<file path="src/rtl/rscl_pkg.sv">
package rscl_pkg;
	// Register port widths
	localparam int ADDR_W = 4;
	localparam int DATA_W = 16;
	// Register addresses
	localparam logic [3:0] ADDR_CONFIG = 4'h0;
	localparam logic [3:0] ADDR_GPIO_DIR = 4'h1;
	localparam logic [3:0] ADDR_GPIO_OUT = 4'h2;
	localparam logic [3:0] ADDR_PIN_LEVEL = 4'h3;
	localparam logic [3:0] ADDR_IRQ_SEL = 4'h4;
	localparam logic [3:0] ADDR_IRQ_POL = 4'h5;
	localparam logic [3:0] ADDR_IRQ_STATUS = 4'h6;
	localparam logic [3:0] ADDR_IRQ_CLEAR = 4'h7;
	localparam logic [3:0] ADDR_IRQ_ENABLE = 4'h8;
	// Positions in the synchronised pin vector, straps in the low byte
	localparam int PIN_BYTE_ORDER = 0;
	localparam int PIN_HOST_WIDTH = 1;
	localparam int PIN_PCI_SEL = 2;
	localparam int PIN_AUTOINIT = 3;
	localparam int PIN_BOOT_LO = 4;
	localparam int PIN_ECLK_LO = 6;
	localparam int PIN_NMI = 8;
	localparam int PIN_GPIO_LO = 9;
	localparam int NGPIO = 4;
	localparam int NPINS = 13;
	localparam int CFG_W = 8;
	// Interrupt status layout: pins 4..7 in bits 3:0, nmi in bit 4
	localparam int STAT_W = 5;
	localparam int STAT_NMI = 4;
	// Irq select bits sit at 7:4 of the select register
	localparam int IRQ_SEL_LO = 4;
	// Strap defaults shown until the capture is done: little-endian,
	// 16-bit host port, no PCI, no auto-init, ROM boot, external clock
	localparam logic [7:0] CFG_RESET = 8'h31;
	// Boot source codes
	localparam logic [1:0] BOOT_NONE = 2'h0;
	localparam logic [1:0] BOOT_HOST = 2'h1;
	localparam logic [1:0] BOOT_RSVD = 2'h2;
	localparam logic [1:0] BOOT_ROM = 2'h3;
	// External memory clock select codes
	localparam logic [1:0] ECLK_EXT = 2'h0;
	localparam logic [1:0] ECLK_DIV4 = 2'h1;
	localparam logic [1:0] ECLK_DIV6 = 2'h2;
	localparam logic [1:0] ECLK_RSVD = 2'h3;
	// Divider terminal counts (ratio minus one)
	localparam logic [2:0] DIV4_LAST = 3'h3;
	localparam logic [2:0] DIV6_LAST = 3'h5;
	// Cycles from reset release until the pin filter holds real levels
	localparam logic [2:0] SETTLE_LAST = 3'h3;
	// Capture sequencer, one-hot
	typedef enum logic [2:0] {
		ST_SETTLE = 3'b001,
		ST_CAPTURE = 3'b010,
		ST_HELD = 3'b100
	} rscl_state_e;
endpackage

</file>
<file path="src/rtl/rscl_top.sv">
// Implementation choices: strobed register access and the address map.
`timescale 1ns/1ps
// Summary of operation
// - Byte order strap 0 selects big-endian, 1 little-endian, little is default.
// - Host port width is taken from the host data bit 5 strap at reset.
// - Width strap 0: host port 16 bits, upper data lines 31:16 stay off.
// - Width strap 1: host port 32 bits, all host data lines used.
// - PCI select picks PCI, or host port plus GPIO pins 15 to 9.
// - Auto-init strap 0 disables EEPROM PCI auto-init, 1 enables it.
// - Boot strap: 00 none, 01 host port, 10 reserved, 11 8-bit ROM.
// - Memory clock: 00 external input, 01 core/4, 10 core/6, 11 reserved.
// - Nonmaskable interrupt fires on a rising edge of its input.
// - After reset GPIO pins 7 and 6 are inputs, drivers off.
// - Each shared pin is either tristatable GPIO or input-only interrupt.
// - Interrupt pins are edge-triggered; enable and polarity bits per pin.
module rscl_top (
	// Clock and reset
	input wire logic i_clock,
	input wire logic i_rstn,
	// Configuration straps
	input wire logic i_byte_order_strap,
	input wire logic i_host_width_strap,
	input wire logic i_pci_select,
	input wire logic i_eeprom_autoinit_strap,
	input wire logic [1:0] i_boot_strap,
	input wire logic [1:0] i_ext_mem_clock_select,
	// Interrupt and shared GPIO pins, index 0 is pin 4
	input wire logic i_nmi,
	input wire logic [3:0] i_gpio_irq_pin,
	output logic [3:0] o_gpio_irq_pin,
	output logic [3:0] o_gpio_irq_pin_oe,
	// Register port
	input wire logic [3:0] i_addr,
	input wire logic [15:0] i_wdata,
	input wire logic i_wr,
	input wire logic i_rd,
	output logic [15:0] o_rdata,
	// Decoded configuration
	output logic o_config_valid,
	output logic o_big_endian,
	output logic o_host_port_wide,
	output logic o_host_upper_lanes_en,
	output logic o_pci_enable,
	output logic o_host_port_enable,
	output logic o_gpio_hi_enable,
	output logic o_pci_autoinit,
	output logic o_boot_none,
	output logic o_boot_host,
	output logic o_boot_rom,
	output logic o_boot_reserved,
	output logic o_emclk_use_ext,
	output logic o_emclk_reserved,
	output logic o_emclk_tick,
	// Interrupts
	output logic o_nmi_pulse,
	output logic o_irq
);
	localparam int NP = rscl_pkg::NPINS;
	localparam int NG = rscl_pkg::NGPIO;
	localparam int GL = rscl_pkg::PIN_GPIO_LO;

	logic [NP-1:0] pins_w;
	logic [NP-1:0] s1_r, s2_r, s3_r, filt_r, prev_r;
	logic [NP-1:0] s1_nxt, s2_nxt, s3_nxt, filt_nxt, prev_nxt;
	rscl_pkg::rscl_state_e st_r, st_nxt;
	logic [2:0] cnt_r, cnt_nxt;
	logic [7:0] cfg_r, cfg_nxt;
	logic [2:0] div_r, div_nxt;
	logic tick_r, tick_nxt;
	logic [NG-1:0] dir_r, dir_nxt, out_r, out_nxt;
	logic [NG-1:0] sel_r, sel_nxt, pol_r, pol_nxt;
	logic [4:0] status_r, status_nxt, enable_r, enable_nxt;
	logic nmi_r, nmi_nxt;
	logic [15:0] rdata_r, rdata_nxt;
	logic held_w;
	logic [NP-1:0] rise_w, fall_w;
	logic [NG-1:0] ext_ev_w;
	logic nmi_ev_w;
	logic [4:0] clear_w;
	logic [1:0] boot_w, eclk_w;
	logic div_mode_w;
	logic [2:0] div_last_w;

	// Gather the straps, the nmi input and the shared pins into one vector for the filter
	assign pins_w = {i_gpio_irq_pin, i_nmi, i_ext_mem_clock_select,
		i_boot_strap, i_eeprom_autoinit_strap, i_pci_select,
		i_host_width_strap, i_byte_order_strap};

	// Three-stage synchroniser; a level counts once stages two and three agree
	always_comb begin
		s1_nxt = pins_w;
		s2_nxt = s1_r;
		s3_nxt = s2_r;
		filt_nxt = (filt_r & (s2_r ^ s3_r)) | (s3_r & ~(s2_r ^ s3_r));
		prev_nxt = filt_r;
	end

	always_ff @(posedge i_clock) begin
		if (!i_rstn) begin
			s1_r <= '0;
			s2_r <= '0;
			s3_r <= '0;
			filt_r <= '0;
			prev_r <= '0;
		end else begin
			s1_r <= s1_nxt;
			s2_r <= s2_nxt;
			s3_r <= s3_nxt;
			filt_r <= filt_nxt;
			prev_r <= prev_nxt;
		end
	end

	// Edges of the filtered levels; ignored until capture completes so the
	// filter filling up after reset is never mistaken for an event
	assign held_w = (st_r == rscl_pkg::ST_HELD);
	assign rise_w = filt_r & ~prev_r;
	assign fall_w = ~filt_r & prev_r;

	// Strap capture: wait for the filter to fill, latch once, then hold
	always_comb begin
		st_nxt = st_r;
		cnt_nxt = cnt_r;
		cfg_nxt = cfg_r;
		case (st_r)
			rscl_pkg::ST_SETTLE: begin
				if (cnt_r == rscl_pkg::SETTLE_LAST) begin
					st_nxt = rscl_pkg::ST_CAPTURE;
				end else begin
					cnt_nxt = cnt_r + 3'h1;
				end
			end
			rscl_pkg::ST_CAPTURE: begin
				cfg_nxt = filt_r[rscl_pkg::CFG_W-1:0];
				st_nxt = rscl_pkg::ST_HELD;
			end
			rscl_pkg::ST_HELD: begin
				cfg_nxt = cfg_r;
			end
			default: begin
				st_nxt = rscl_pkg::ST_SETTLE;
			end
		endcase
	end

	always_ff @(posedge i_clock) begin
		if (!i_rstn) begin
			st_r <= rscl_pkg::ST_SETTLE;
			cnt_r <= 3'h0;
			cfg_r <= rscl_pkg::CFG_RESET;
		end else begin
			st_r <= st_nxt;
			cnt_r <= cnt_nxt;
			cfg_r <= cfg_nxt;
		end
	end

	// Decode of the held straps
	assign boot_w = cfg_r[rscl_pkg::PIN_BOOT_LO +: 2];
	assign eclk_w = cfg_r[rscl_pkg::PIN_ECLK_LO +: 2];
	assign o_config_valid = held_w;
	assign o_big_endian = ~cfg_r[rscl_pkg::PIN_BYTE_ORDER];
	assign o_host_port_wide = cfg_r[rscl_pkg::PIN_HOST_WIDTH];
	// Upper data lanes stay released in the narrow mode
	assign o_host_upper_lanes_en = cfg_r[rscl_pkg::PIN_HOST_WIDTH];
	assign o_pci_enable = cfg_r[rscl_pkg::PIN_PCI_SEL];
	assign o_host_port_enable = ~cfg_r[rscl_pkg::PIN_PCI_SEL];
	assign o_gpio_hi_enable = ~cfg_r[rscl_pkg::PIN_PCI_SEL];
	// Passed as strapped; the board keeps it low without PCI
	assign o_pci_autoinit = cfg_r[rscl_pkg::PIN_AUTOINIT];
	assign o_boot_none = (boot_w == rscl_pkg::BOOT_NONE);
	assign o_boot_host = (boot_w == rscl_pkg::BOOT_HOST);
	assign o_boot_rom = (boot_w == rscl_pkg::BOOT_ROM);
	// Flags a board that strapped the reserved boot code 10
	assign o_boot_reserved = (boot_w == rscl_pkg::BOOT_RSVD);
	assign o_emclk_use_ext = (eclk_w == rscl_pkg::ECLK_EXT);
	assign o_emclk_reserved = (eclk_w == rscl_pkg::ECLK_RSVD);

	// Core clock divider for the memory clock, an enable pulse per period
	assign div_mode_w = held_w && (eclk_w == rscl_pkg::ECLK_DIV4 ||
		eclk_w == rscl_pkg::ECLK_DIV6);
	assign div_last_w = (eclk_w == rscl_pkg::ECLK_DIV4) ?
		rscl_pkg::DIV4_LAST : rscl_pkg::DIV6_LAST;

	always_comb begin
		div_nxt = 3'h0;
		tick_nxt = 1'b0;
		if (div_mode_w) begin
			if (div_r == div_last_w) begin
				tick_nxt = 1'b1;
			end else begin
				div_nxt = div_r + 3'h1;
			end
		end
	end

	always_ff @(posedge i_clock) begin
		if (!i_rstn) begin
			div_r <= 3'h0;
			tick_r <= 1'b0;
		end else begin
			div_r <= div_nxt;
			tick_r <= tick_nxt;
		end
	end

	assign o_emclk_tick = tick_r;

	// Interrupt events; polarity 0 takes rising edges, 1 falling edges
	assign nmi_ev_w = held_w & rise_w[rscl_pkg::PIN_NMI];
	assign ext_ev_w = {NG{held_w}} & sel_r &
		((~pol_r & rise_w[GL +: NG]) | (pol_r & fall_w[GL +: NG]));
	assign clear_w = (i_wr && i_addr == rscl_pkg::ADDR_IRQ_CLEAR) ?
		i_wdata[4:0] : 5'h00;

	// Register writes and sticky status; a set in the clear cycle wins
	always_comb begin
		dir_nxt = dir_r;
		out_nxt = out_r;
		sel_nxt = sel_r;
		pol_nxt = pol_r;
		enable_nxt = enable_r;
		if (i_wr) begin
			case (i_addr)
				rscl_pkg::ADDR_GPIO_DIR: dir_nxt = i_wdata[NG-1:0];
				rscl_pkg::ADDR_GPIO_OUT: out_nxt = i_wdata[NG-1:0];
				rscl_pkg::ADDR_IRQ_SEL: begin
					sel_nxt = i_wdata[rscl_pkg::IRQ_SEL_LO +: NG];
				end
				rscl_pkg::ADDR_IRQ_POL: pol_nxt = i_wdata[NG-1:0];
				rscl_pkg::ADDR_IRQ_ENABLE: enable_nxt = i_wdata[4:0];
				default: begin
					dir_nxt = dir_r;
				end
			endcase
		end
		status_nxt = (status_r & ~clear_w) | {nmi_ev_w, ext_ev_w};
		nmi_nxt = nmi_ev_w;
	end

	always_ff @(posedge i_clock) begin
		if (!i_rstn) begin
			dir_r <= 4'h0;
			out_r <= 4'h0;
			sel_r <= 4'h0;
			pol_r <= 4'h0;
			enable_r <= 5'h00;
			status_r <= 5'h00;
			nmi_r <= 1'b0;
		end else begin
			dir_r <= dir_nxt;
			out_r <= out_nxt;
			sel_r <= sel_nxt;
			pol_r <= pol_nxt;
			enable_r <= enable_nxt;
			status_r <= status_nxt;
			nmi_r <= nmi_nxt;
		end
	end

	// A pin chosen as interrupt is input-only whatever its direction bit
	assign o_gpio_irq_pin = out_r;
	assign o_gpio_irq_pin_oe = dir_r & ~sel_r;
	assign o_irq = |(status_r & enable_r);
	assign o_nmi_pulse = nmi_r;

	// Read data, valid only in the cycle after the read strobe
	always_comb begin
		rdata_nxt = 16'h0000;
		if (i_rd) begin
			case (i_addr)
				rscl_pkg::ADDR_CONFIG: rdata_nxt = {7'h00, held_w, cfg_r};
				rscl_pkg::ADDR_GPIO_DIR: rdata_nxt = {12'h000, dir_r};
				rscl_pkg::ADDR_GPIO_OUT: rdata_nxt = {12'h000, out_r};
				rscl_pkg::ADDR_PIN_LEVEL: begin
					rdata_nxt = {11'h000, filt_r[rscl_pkg::PIN_NMI],
						filt_r[GL +: NG]};
				end
				rscl_pkg::ADDR_IRQ_SEL: rdata_nxt = {8'h00, sel_r, 4'h0};
				rscl_pkg::ADDR_IRQ_POL: rdata_nxt = {12'h000, pol_r};
				rscl_pkg::ADDR_IRQ_STATUS: rdata_nxt = {11'h000, status_r};
				rscl_pkg::ADDR_IRQ_ENABLE: rdata_nxt = {11'h000, enable_r};
				default: rdata_nxt = 16'h0000;
			endcase
		end
	end

	always_ff @(posedge i_clock) begin
		if (!i_rstn) begin
			rdata_r <= 16'h0000;
		end else begin
			rdata_r <= rdata_nxt;
		end
	end

	assign o_rdata = rdata_r;

	// Checks on the captured settings and the interrupt paths
	property p_cfg_hold;
		@(posedge i_clock) disable iff (!i_rstn)
		held_w && $past(held_w) |-> $stable(cfg_r);
	endproperty
	a_cfg_hold: assert property (p_cfg_hold)
		else $error("held straps changed");

	property p_big_endian;
		@(posedge i_clock) disable iff (!i_rstn)
		st_r == rscl_pkg::ST_CAPTURE && !filt_r[rscl_pkg::PIN_BYTE_ORDER]
		|=> o_big_endian [*3];
	endproperty
	a_big_endian: assert property (p_big_endian)
		else $error("strap 0 did not give big-endian");

	property p_wide;
		@(posedge i_clock) disable iff (!i_rstn)
		st_r == rscl_pkg::ST_CAPTURE && filt_r[rscl_pkg::PIN_HOST_WIDTH]
		|=> o_host_port_wide && o_host_upper_lanes_en;
	endproperty
	a_wide: assert property (p_wide)
		else $error("width strap 1 did not give 32 bits");

	property p_narrow;
		@(posedge i_clock) disable iff (!i_rstn)
		held_w && !o_host_port_wide |-> !o_host_upper_lanes_en;
	endproperty
	a_narrow: assert property (p_narrow)
		else $error("upper lanes enabled in 16-bit mode");

	property p_pci_sel;
		@(posedge i_clock) disable iff (!i_rstn)
		o_pci_enable != o_host_port_enable &&
		o_gpio_hi_enable == o_host_port_enable;
	endproperty
	a_pci_sel: assert property (p_pci_sel)
		else $error("peripheral selection inconsistent");

	property p_autoinit;
		@(posedge i_clock) disable iff (!i_rstn)
		st_r == rscl_pkg::ST_CAPTURE &&
		filt_r[rscl_pkg::PIN_AUTOINIT] == 1'b0 |=> !o_pci_autoinit;
	endproperty
	a_autoinit: assert property (p_autoinit)
		else $error("auto-init on with strap 0");

	property p_boot_rom;
		@(posedge i_clock) disable iff (!i_rstn)
		st_r == rscl_pkg::ST_CAPTURE &&
		filt_r[rscl_pkg::PIN_BOOT_LO +: 2] == rscl_pkg::BOOT_ROM
		|=> o_boot_rom && !o_boot_host && !o_boot_none;
	endproperty
	a_boot_rom: assert property (p_boot_rom)
		else $error("boot strap 11 not decoded as ROM");

	property p_div6;
		@(posedge i_clock) disable iff (!i_rstn)
		o_emclk_tick && eclk_w == rscl_pkg::ECLK_DIV6
		|=> !o_emclk_tick [*5] ##1 o_emclk_tick;
	endproperty
	a_div6: assert property (p_div6)
		else $error("core/6 tick spacing wrong");

	property p_nmi;
		@(posedge i_clock) disable iff (!i_rstn)
		held_w && filt_r[rscl_pkg::PIN_NMI] && !prev_r[rscl_pkg::PIN_NMI]
		|=> o_nmi_pulse && status_r[rscl_pkg::STAT_NMI];
	endproperty
	a_nmi: assert property (p_nmi)
		else $error("nmi rising edge missed");

	property p_gpio_reset;
		@(posedge i_clock) disable iff (!i_rstn)
		$rose(i_rstn) |-> o_gpio_irq_pin_oe == 4'h0;
	endproperty
	a_gpio_reset: assert property (p_gpio_reset)
		else $error("gpio drivers on after reset");

	property p_irq_input;
		@(posedge i_clock) disable iff (!i_rstn)
		(sel_r & o_gpio_irq_pin_oe) == 4'h0;
	endproperty
	a_irq_input: assert property (p_irq_input)
		else $error("interrupt pin driven");

	property p_ext_edge;
		@(posedge i_clock) disable iff (!i_rstn)
		held_w && sel_r[0] && !pol_r[0] && rise_w[GL] |=> status_r[0];
	endproperty
	a_ext_edge: assert property (p_ext_edge)
		else $error("external interrupt edge missed");

	c_capture: cover property (@(posedge i_clock) disable iff (!i_rstn)
		$rose(held_w));
	c_nmi: cover property (@(posedge i_clock) disable iff (!i_rstn)
		o_nmi_pulse);
	c_ext_irq: cover property (@(posedge i_clock) disable iff (!i_rstn)
		o_irq && |status_r[3:0]);
	c_tick: cover property (@(posedge i_clock) disable iff (!i_rstn)
		o_emclk_tick);
endmodule

</file>
<file path="config.mk">
export PLATFORM = sky130hd
export DESIGN_NAME = rscl_top
export DESIGN_NICKNAME = d
export VERILOG_FILES = /design/src/rtl/rscl_pkg.sv /design/src/rtl/rscl_top.sv
export SDC_FILE = /design/constraint.sdc
export NUM_CORES = 1
export LEC_CHECK = 0
export BUFFER_PORTS_ARGS = -buffer_cell sky130_fd_sc_hd__buf_4
export CORE_MARGIN = 4
export CORE_UTILIZATION = 35
export DETAILED_ROUTE_END_ITERATION = 10
export GPL_ROUTABILITY_DRIVEN = 0
export HOLD_SLACK_MARGIN = 0.1
export PLACE_DENSITY = 0.64
export SKIP_LAST_GASP = 1
export SLEW_MARGIN = 20
export SYNTH_ARGS = -nofsm -noshare
export SYNTH_HDL_FRONTEND = slang
export SYNTH_SLANG_ARGS = --single-unit
</file>
<file path="constraint.sdc">
create_clock -name i_clock -period 2.1 [get_ports i_clock]
set_clock_uncertainty 0.1 [all_clocks]
set_input_delay 0.21 -clock i_clock [delete_from_list [all_inputs] [get_ports i_clock]]
set_output_delay 0.21 -clock i_clock [all_outputs]
set_load 0.02 [all_outputs]
</file>
-- Word level (Yosys, flattened, before mapping)
Index checks and enable logic that the tools add are counted.
- add/subtract/negate cells: 2
- equality and inequality tests: 20
- muxes and demuxes: 6
- bitwise gates (word level): 28
- reductions and logical operators: 17
- operators with widths (cell ; number):
    one-hot mux 9 bit (8 select lines) ; 1
    bitwise AND 13 bit ; 4
    NOT 13 bit ; 3
    bitwise AND 4 bit ; 5
    AND reduction 2 bit ; 9
    equality test 4 x 3 -> 1 bit (second input constant) ; 4
    bitwise OR 13 bit ; 1
    XOR 13 bit ; 1
    bitwise AND 5 bit ; 2
    one-hot mux 3 bit (3 select lines) ; 1
    equality test 2 bit (second input constant) ; 4
    equality test 4 x 2 -> 1 bit (second input constant) ; 2
    NOT 4 bit ; 2
    adder 3 x 1 -> 3 bit (second input constant) ; 2
    equality test 3 x 2 -> 1 bit (second input constant) ; 2
    2-to-1 mux 3 bit ; 2
    NOT 1 bit ; 6
    2-to-1 mux 5 bit ; 1
    NOT 5 bit ; 1
    bitwise OR 5 bit ; 1
    OR reduction 5 bit ; 1
    equality test 2 x 1 -> 1 bit (second input constant) ; 2
    equality test 4 x 1 -> 1 bit (second input constant) ; 1
    equality test 4 bit (second input constant) ; 1
    other kinds (12) ; 14
- register bits after elaboration: 126
- input bits: 37
- output and inout port bits: 41
- logic and storage cells: 91

-- Logic depth before layout (Yosys ltp)
- word-level depth: 6
- gate-level depth with buffers: 5
- mapped depth without buffers: 5

-- Least setup slack after synthesis
OpenSTA, ideal clock, no wires.
- path kind: register to register
- start point: register cnt_r[0]
- end point: register cnt_r[1]
- setup time: 0.116 ns
- data arrival time: 1.273 ns
- data required time: 1.884 ns
- path slack: 0.611 ns
- stages on the path, launching flop included: 6
- path buffers: 0
- period minus slack after synthesis: 1.489 ns
- cell sequence: dfxtp_1 ha_1 ha_1 nor4b_4 mux2i_1 nor2b_1
- longest elaborated chain between the ends: 3
- elaborated cells on any way between the ends: 4
- classes of those cells: add/sub (1); eq/ne (1); bitwise (1); reduce/logical (1)
- ends and longest elaborated chain (element ; line ; text):
    start, declared ; rscl_top.sv:66 ; logic [2:0] cnt_r, cnt_nxt;
    start signal, assigned ; rscl_top.sv:153 ; cnt_r <= cnt_nxt;
    parallel branches: the longest is 3 deep, another holds adder 3 x 1 -> 3 bit ; n/a ;
Several ways; the timed one is not identified.
A chain may end at the register's enable or synchronous reset.

-- Worst setup path in the final report
- start point: register st_r[2]
- end point: output port o_config_valid
- longest elaborated chain between the ends: 1
- ends and longest elaborated chain (element ; line ; text):
    start, declared ; rscl_top.sv:65 ; rscl_pkg::rscl_state_e st_r, st_nxt;
    start signal, assigned ; rscl_top.sv:148 ; st_r <= rscl_pkg::ST_SETTLE;
    start signal, assigned ; rscl_top.sv:152 ; st_r <= st_nxt;
    equality test 3 bit ; rscl_top.sv:116 ; assign held_w = (st_r == rscl_pkg::ST_HELD);
    end, declared ; rscl_top.sv:39 ; output logic o_config_valid,
Every way passes these cells.

==> flow_summary.ini <==
[yosys]
syn_inst = 464
seq_area_frac_synth_pct = 47.8
synth_top_area_cell = dfxtp_1
synth-edff-count = 0
syn_area_um2 = 4650
synth_area_per_cell_um2 = 10.0
ys.flop_type = dfxtp_1
ys_seq_elements = 111
synth.area.mux_share_pct = 3.90
synth_simple_gate_area_share_pct = 24.5
yosys_warnings = 0
synth_top_area_share_pct = 47.8
synthXorXnorAreaFrac_pct = 0.188
async_flop_share_pct = 0
synthAdderAreaFrac_pct = 1.61
yosys-top-cells-area = dfxtp_1, and2_1, a21boi_0
synth.most_common_cell = dfxtp_1
synth_compound_area_share_pct = 16.0
ys_types = 51
synth_top_family_by_area = simple AND/OR/NAND/NOR gates
yosys-top-cells-count = dfxtp_1, and2_1, o21ai_0

[global_routing]
antenna_found_initial = 0
grt_pass1_wl_um = 16600
grt_use_total_pct = 13.9
grt_max_degree = 82
grt_pass1_vias = 3333
grt_overflow = 0

[route]
vias = 3448
drt_first_pass_iters = 4
drt-initial-drc-count = 209
final_antenna_net_count = 0
wl_per_cell_um = 14.3
vias_per_cell = 4.86
wl_um = 10100
post-route-drc-count = 0

[worst_setup_path]
worstPathBufferInverterCount = 1
cp-end-kind = primary output
worstReg2RegStart = cfg_r[7]$_SDFFE_PN0N_
r2r_end = div_r[1]$_SDFF_PP0_
cp_max_fo = 8
r2r_slack_ns = 0.53
cp-start-kind = register
reg2regPathDepth = 5
slowest_delay_ns = 0.47
critPathTopFamily = flip-flops
crit_path_top_delay_cell = dfxtp_1
critPathRequiredTime_ns = 1.79
worstSetupPathType = reg2out
arrival_ns = 1.51
crit_path_cell_trace = nor3b_4 > buf_4

[pwr]
pwr-share-seq_pct = 50.5
clkPwrFrac_pct = 40.7
p_switching_mw = 1.06
power.internal_mw = 3.33
irDropWorstVdd_mv = 0.540
p_leak_nw = 2.25
combPwrFrac_pct = 8.8
power_density_nw_per_um2 = 772
sw_frac_of_total_pct = 24.2

[placed_design]
place_hpwl_um = 7200
pre_cts_slack_ns = 0.534
numPortBuffers = 62
dp_cells = 670

[clocking]
clk_latency_ns = 0.35
h-tree-depth = 3
cts_resized = 0
cts.sinks = 111
cts_buffers = 9
cts_buffer_depth = 2
cts_tree = built
clock-root-buffer = clkbuf_16
path_clk_slew_ns = 0.07
post_cts_buffers = 0

[min_path]
holdCritPathClass = in2reg
min_from = i_addr[0]
min_path_cells = 3
min_to = o_rdata[3]$_SDFF_PN0_

[timing]
finalSetupViolCount = 0
slew_viol_final = 0
rsz0062_at_grt = false
fin_setup_tns_ns = 0
fin_ws_ns = 0.276
hold_viol = 0
tightest_slew_ns = 0.605
period_share_pct = 86.9
fmax_ghz = 0.548
slew_headroom_pct = 59.7
finalCriticalPeriod_ns = 1.82

[floorplan]
design.core.area_um2 = 12800
die-area_um2 = 15200
ios = 78
die_y_um = 123
chipWidth_um = 123
rows = 41
start_util_pct = 36.3

[finish]
layout.cells.non_filler = 709
final_util_pct = 44.3
area_delta_synth_final_pct = 22.3
antennaDiodeCount = 0
num-nets-final = 575
drive_gt1_share_pct = 18.2

[run_status]
status = finished clean

[job]
drv_cap = 0
## worst max-delay path by stage
stage	to	cells after the start	slack [ns]	startpoint
final	o_config_valid	2	0.28	st_r[2]$_SDFFE_PN0P_
after global routing	o_config_valid	2	0.19	st_r[2]$_SDFFE_PN0P_
after CTS	o_config_valid	2	0.24	st_r[2]$_SDFFE_PN0P_
after detailed placement	cnt_r[0]$_SDFFE_PN0P_	5	0.53	cnt_r[0]$_SDFFE_PN0P_
after global placement	cnt_r[1]$_SDFFE_PN0P_	5	0.56	cnt_r[0]$_SDFFE_PN0P_
after floorplan	cnt_r[1]$_SDFFE_PN0P_	5	0.61	cnt_r[0]$_SDFFE_PN0P_
## per-layer routing
layer	wire (um)	up-vias	GRT usage (%)
li1	-	1757	-
met1	4620	1597	18.3
met2	4710	78	22.3
met3	580	16	3.61
met4	199	0	4.43
met5	0	-	0
## power by group through the flow
| stage | clock network [mW] | logic, mW | registers [mW] |
|---|---|---|---|
| after floorplan | 0 | 0.278 | 2.26 |
| after global placement | 0 | 0.345 | 2.26 |
| after detailed placement | 0 | 0.355 | 2.27 |
| after CTS | 1.84 | 0.390 | 2.22 |
| after global routing | 1.91 | 0.439 | 2.23 |
| final | 1.79 | 0.385 | 2.22 |
## worst reg2reg max path, stage by stage, from the launching register on
cell     delay, ns
dfxtp_1       0.43
inv_1         0.09
ha_1          0.24
nor3b_1       0.23
o21ai_0       0.15
and4_1        0.23
## cell usage in the layout, fill, tap and decap left out, drive strengths merged, types with 3 or more instances in the layout
cell / netlist / layout
o21ai: 44 / 44
dfxtp: 111 / 111
o211ai: 5 / 5
conb: 1 / 7
a22oi: 4 / 4
a311oi: 4 / 4
dlygate4sd3: 0 / 23
nand3b: 3 / 3
nand2: 21 / 21
and4b: 5 / 5
and2: 46 / 46
mux2: 6 / 6
buf: 23 / 64
and3b: 13 / 13
a21boi: 38 / 38
clkinv: 0 / 3
and4bb: 4 / 4
nor3b: 10 / 10
clkbuf: 13 / 9
ha: 6 / 6
a21oi: 4 / 4
nand2b: 4 / 4
nor2b: 14 / 14
o31ai: 4 / 4
nor2: 11 / 11
inv: 11 / 14
nand3: 25 / 25
mux2i: 11 / 11
## cell families (layout without fill, tap and decap cells)
family                     Yosys count  count (layout)
and+or+nand+nor                    170             170
AOI/OAI and AO/OA                  111             111
DFF                                111             111
buffers and inverters               47             114
muxes                               17              17
adders and majority gates            6               6
other                                1               7
xor gates and xnor gates             1               1
## area by class of cell
type                       count  area (um^2)
fill                        1234         7140
sequential                   111         2220
multi-input combinational    312         2170
timing repair buffer          87          711
clock buffer                   9          225
tap                          172          215
clock inverter                 7         97.6
inverter                      11         41.3
## what timing repair did
item,CTS,global route
endpoints found under the setup margin,0,0
hold buffers,23,0
endpoints found under the hold margin,36,0
## through the flow
| step | hold WS [ns] | power [mW] | area (um^2) |
|---|---|---|---|
| 3_5_place_dp | 0.317 | 2.62 | 5130 |
| 5_1_grt | 0.248 | 4.58 | 5690 |
| 6_report | 0.237 | 4.39 | 5690 |
| 4_1_cts | 0.216 | 4.45 | 5690 |
| 2_1_floorplan | 0.237 | 2.54 | 4670 |
| 3_3_place_gp | 0.316 | 2.61 | 5130 |
Note: power is estimated with default switching activity, not from simulation.
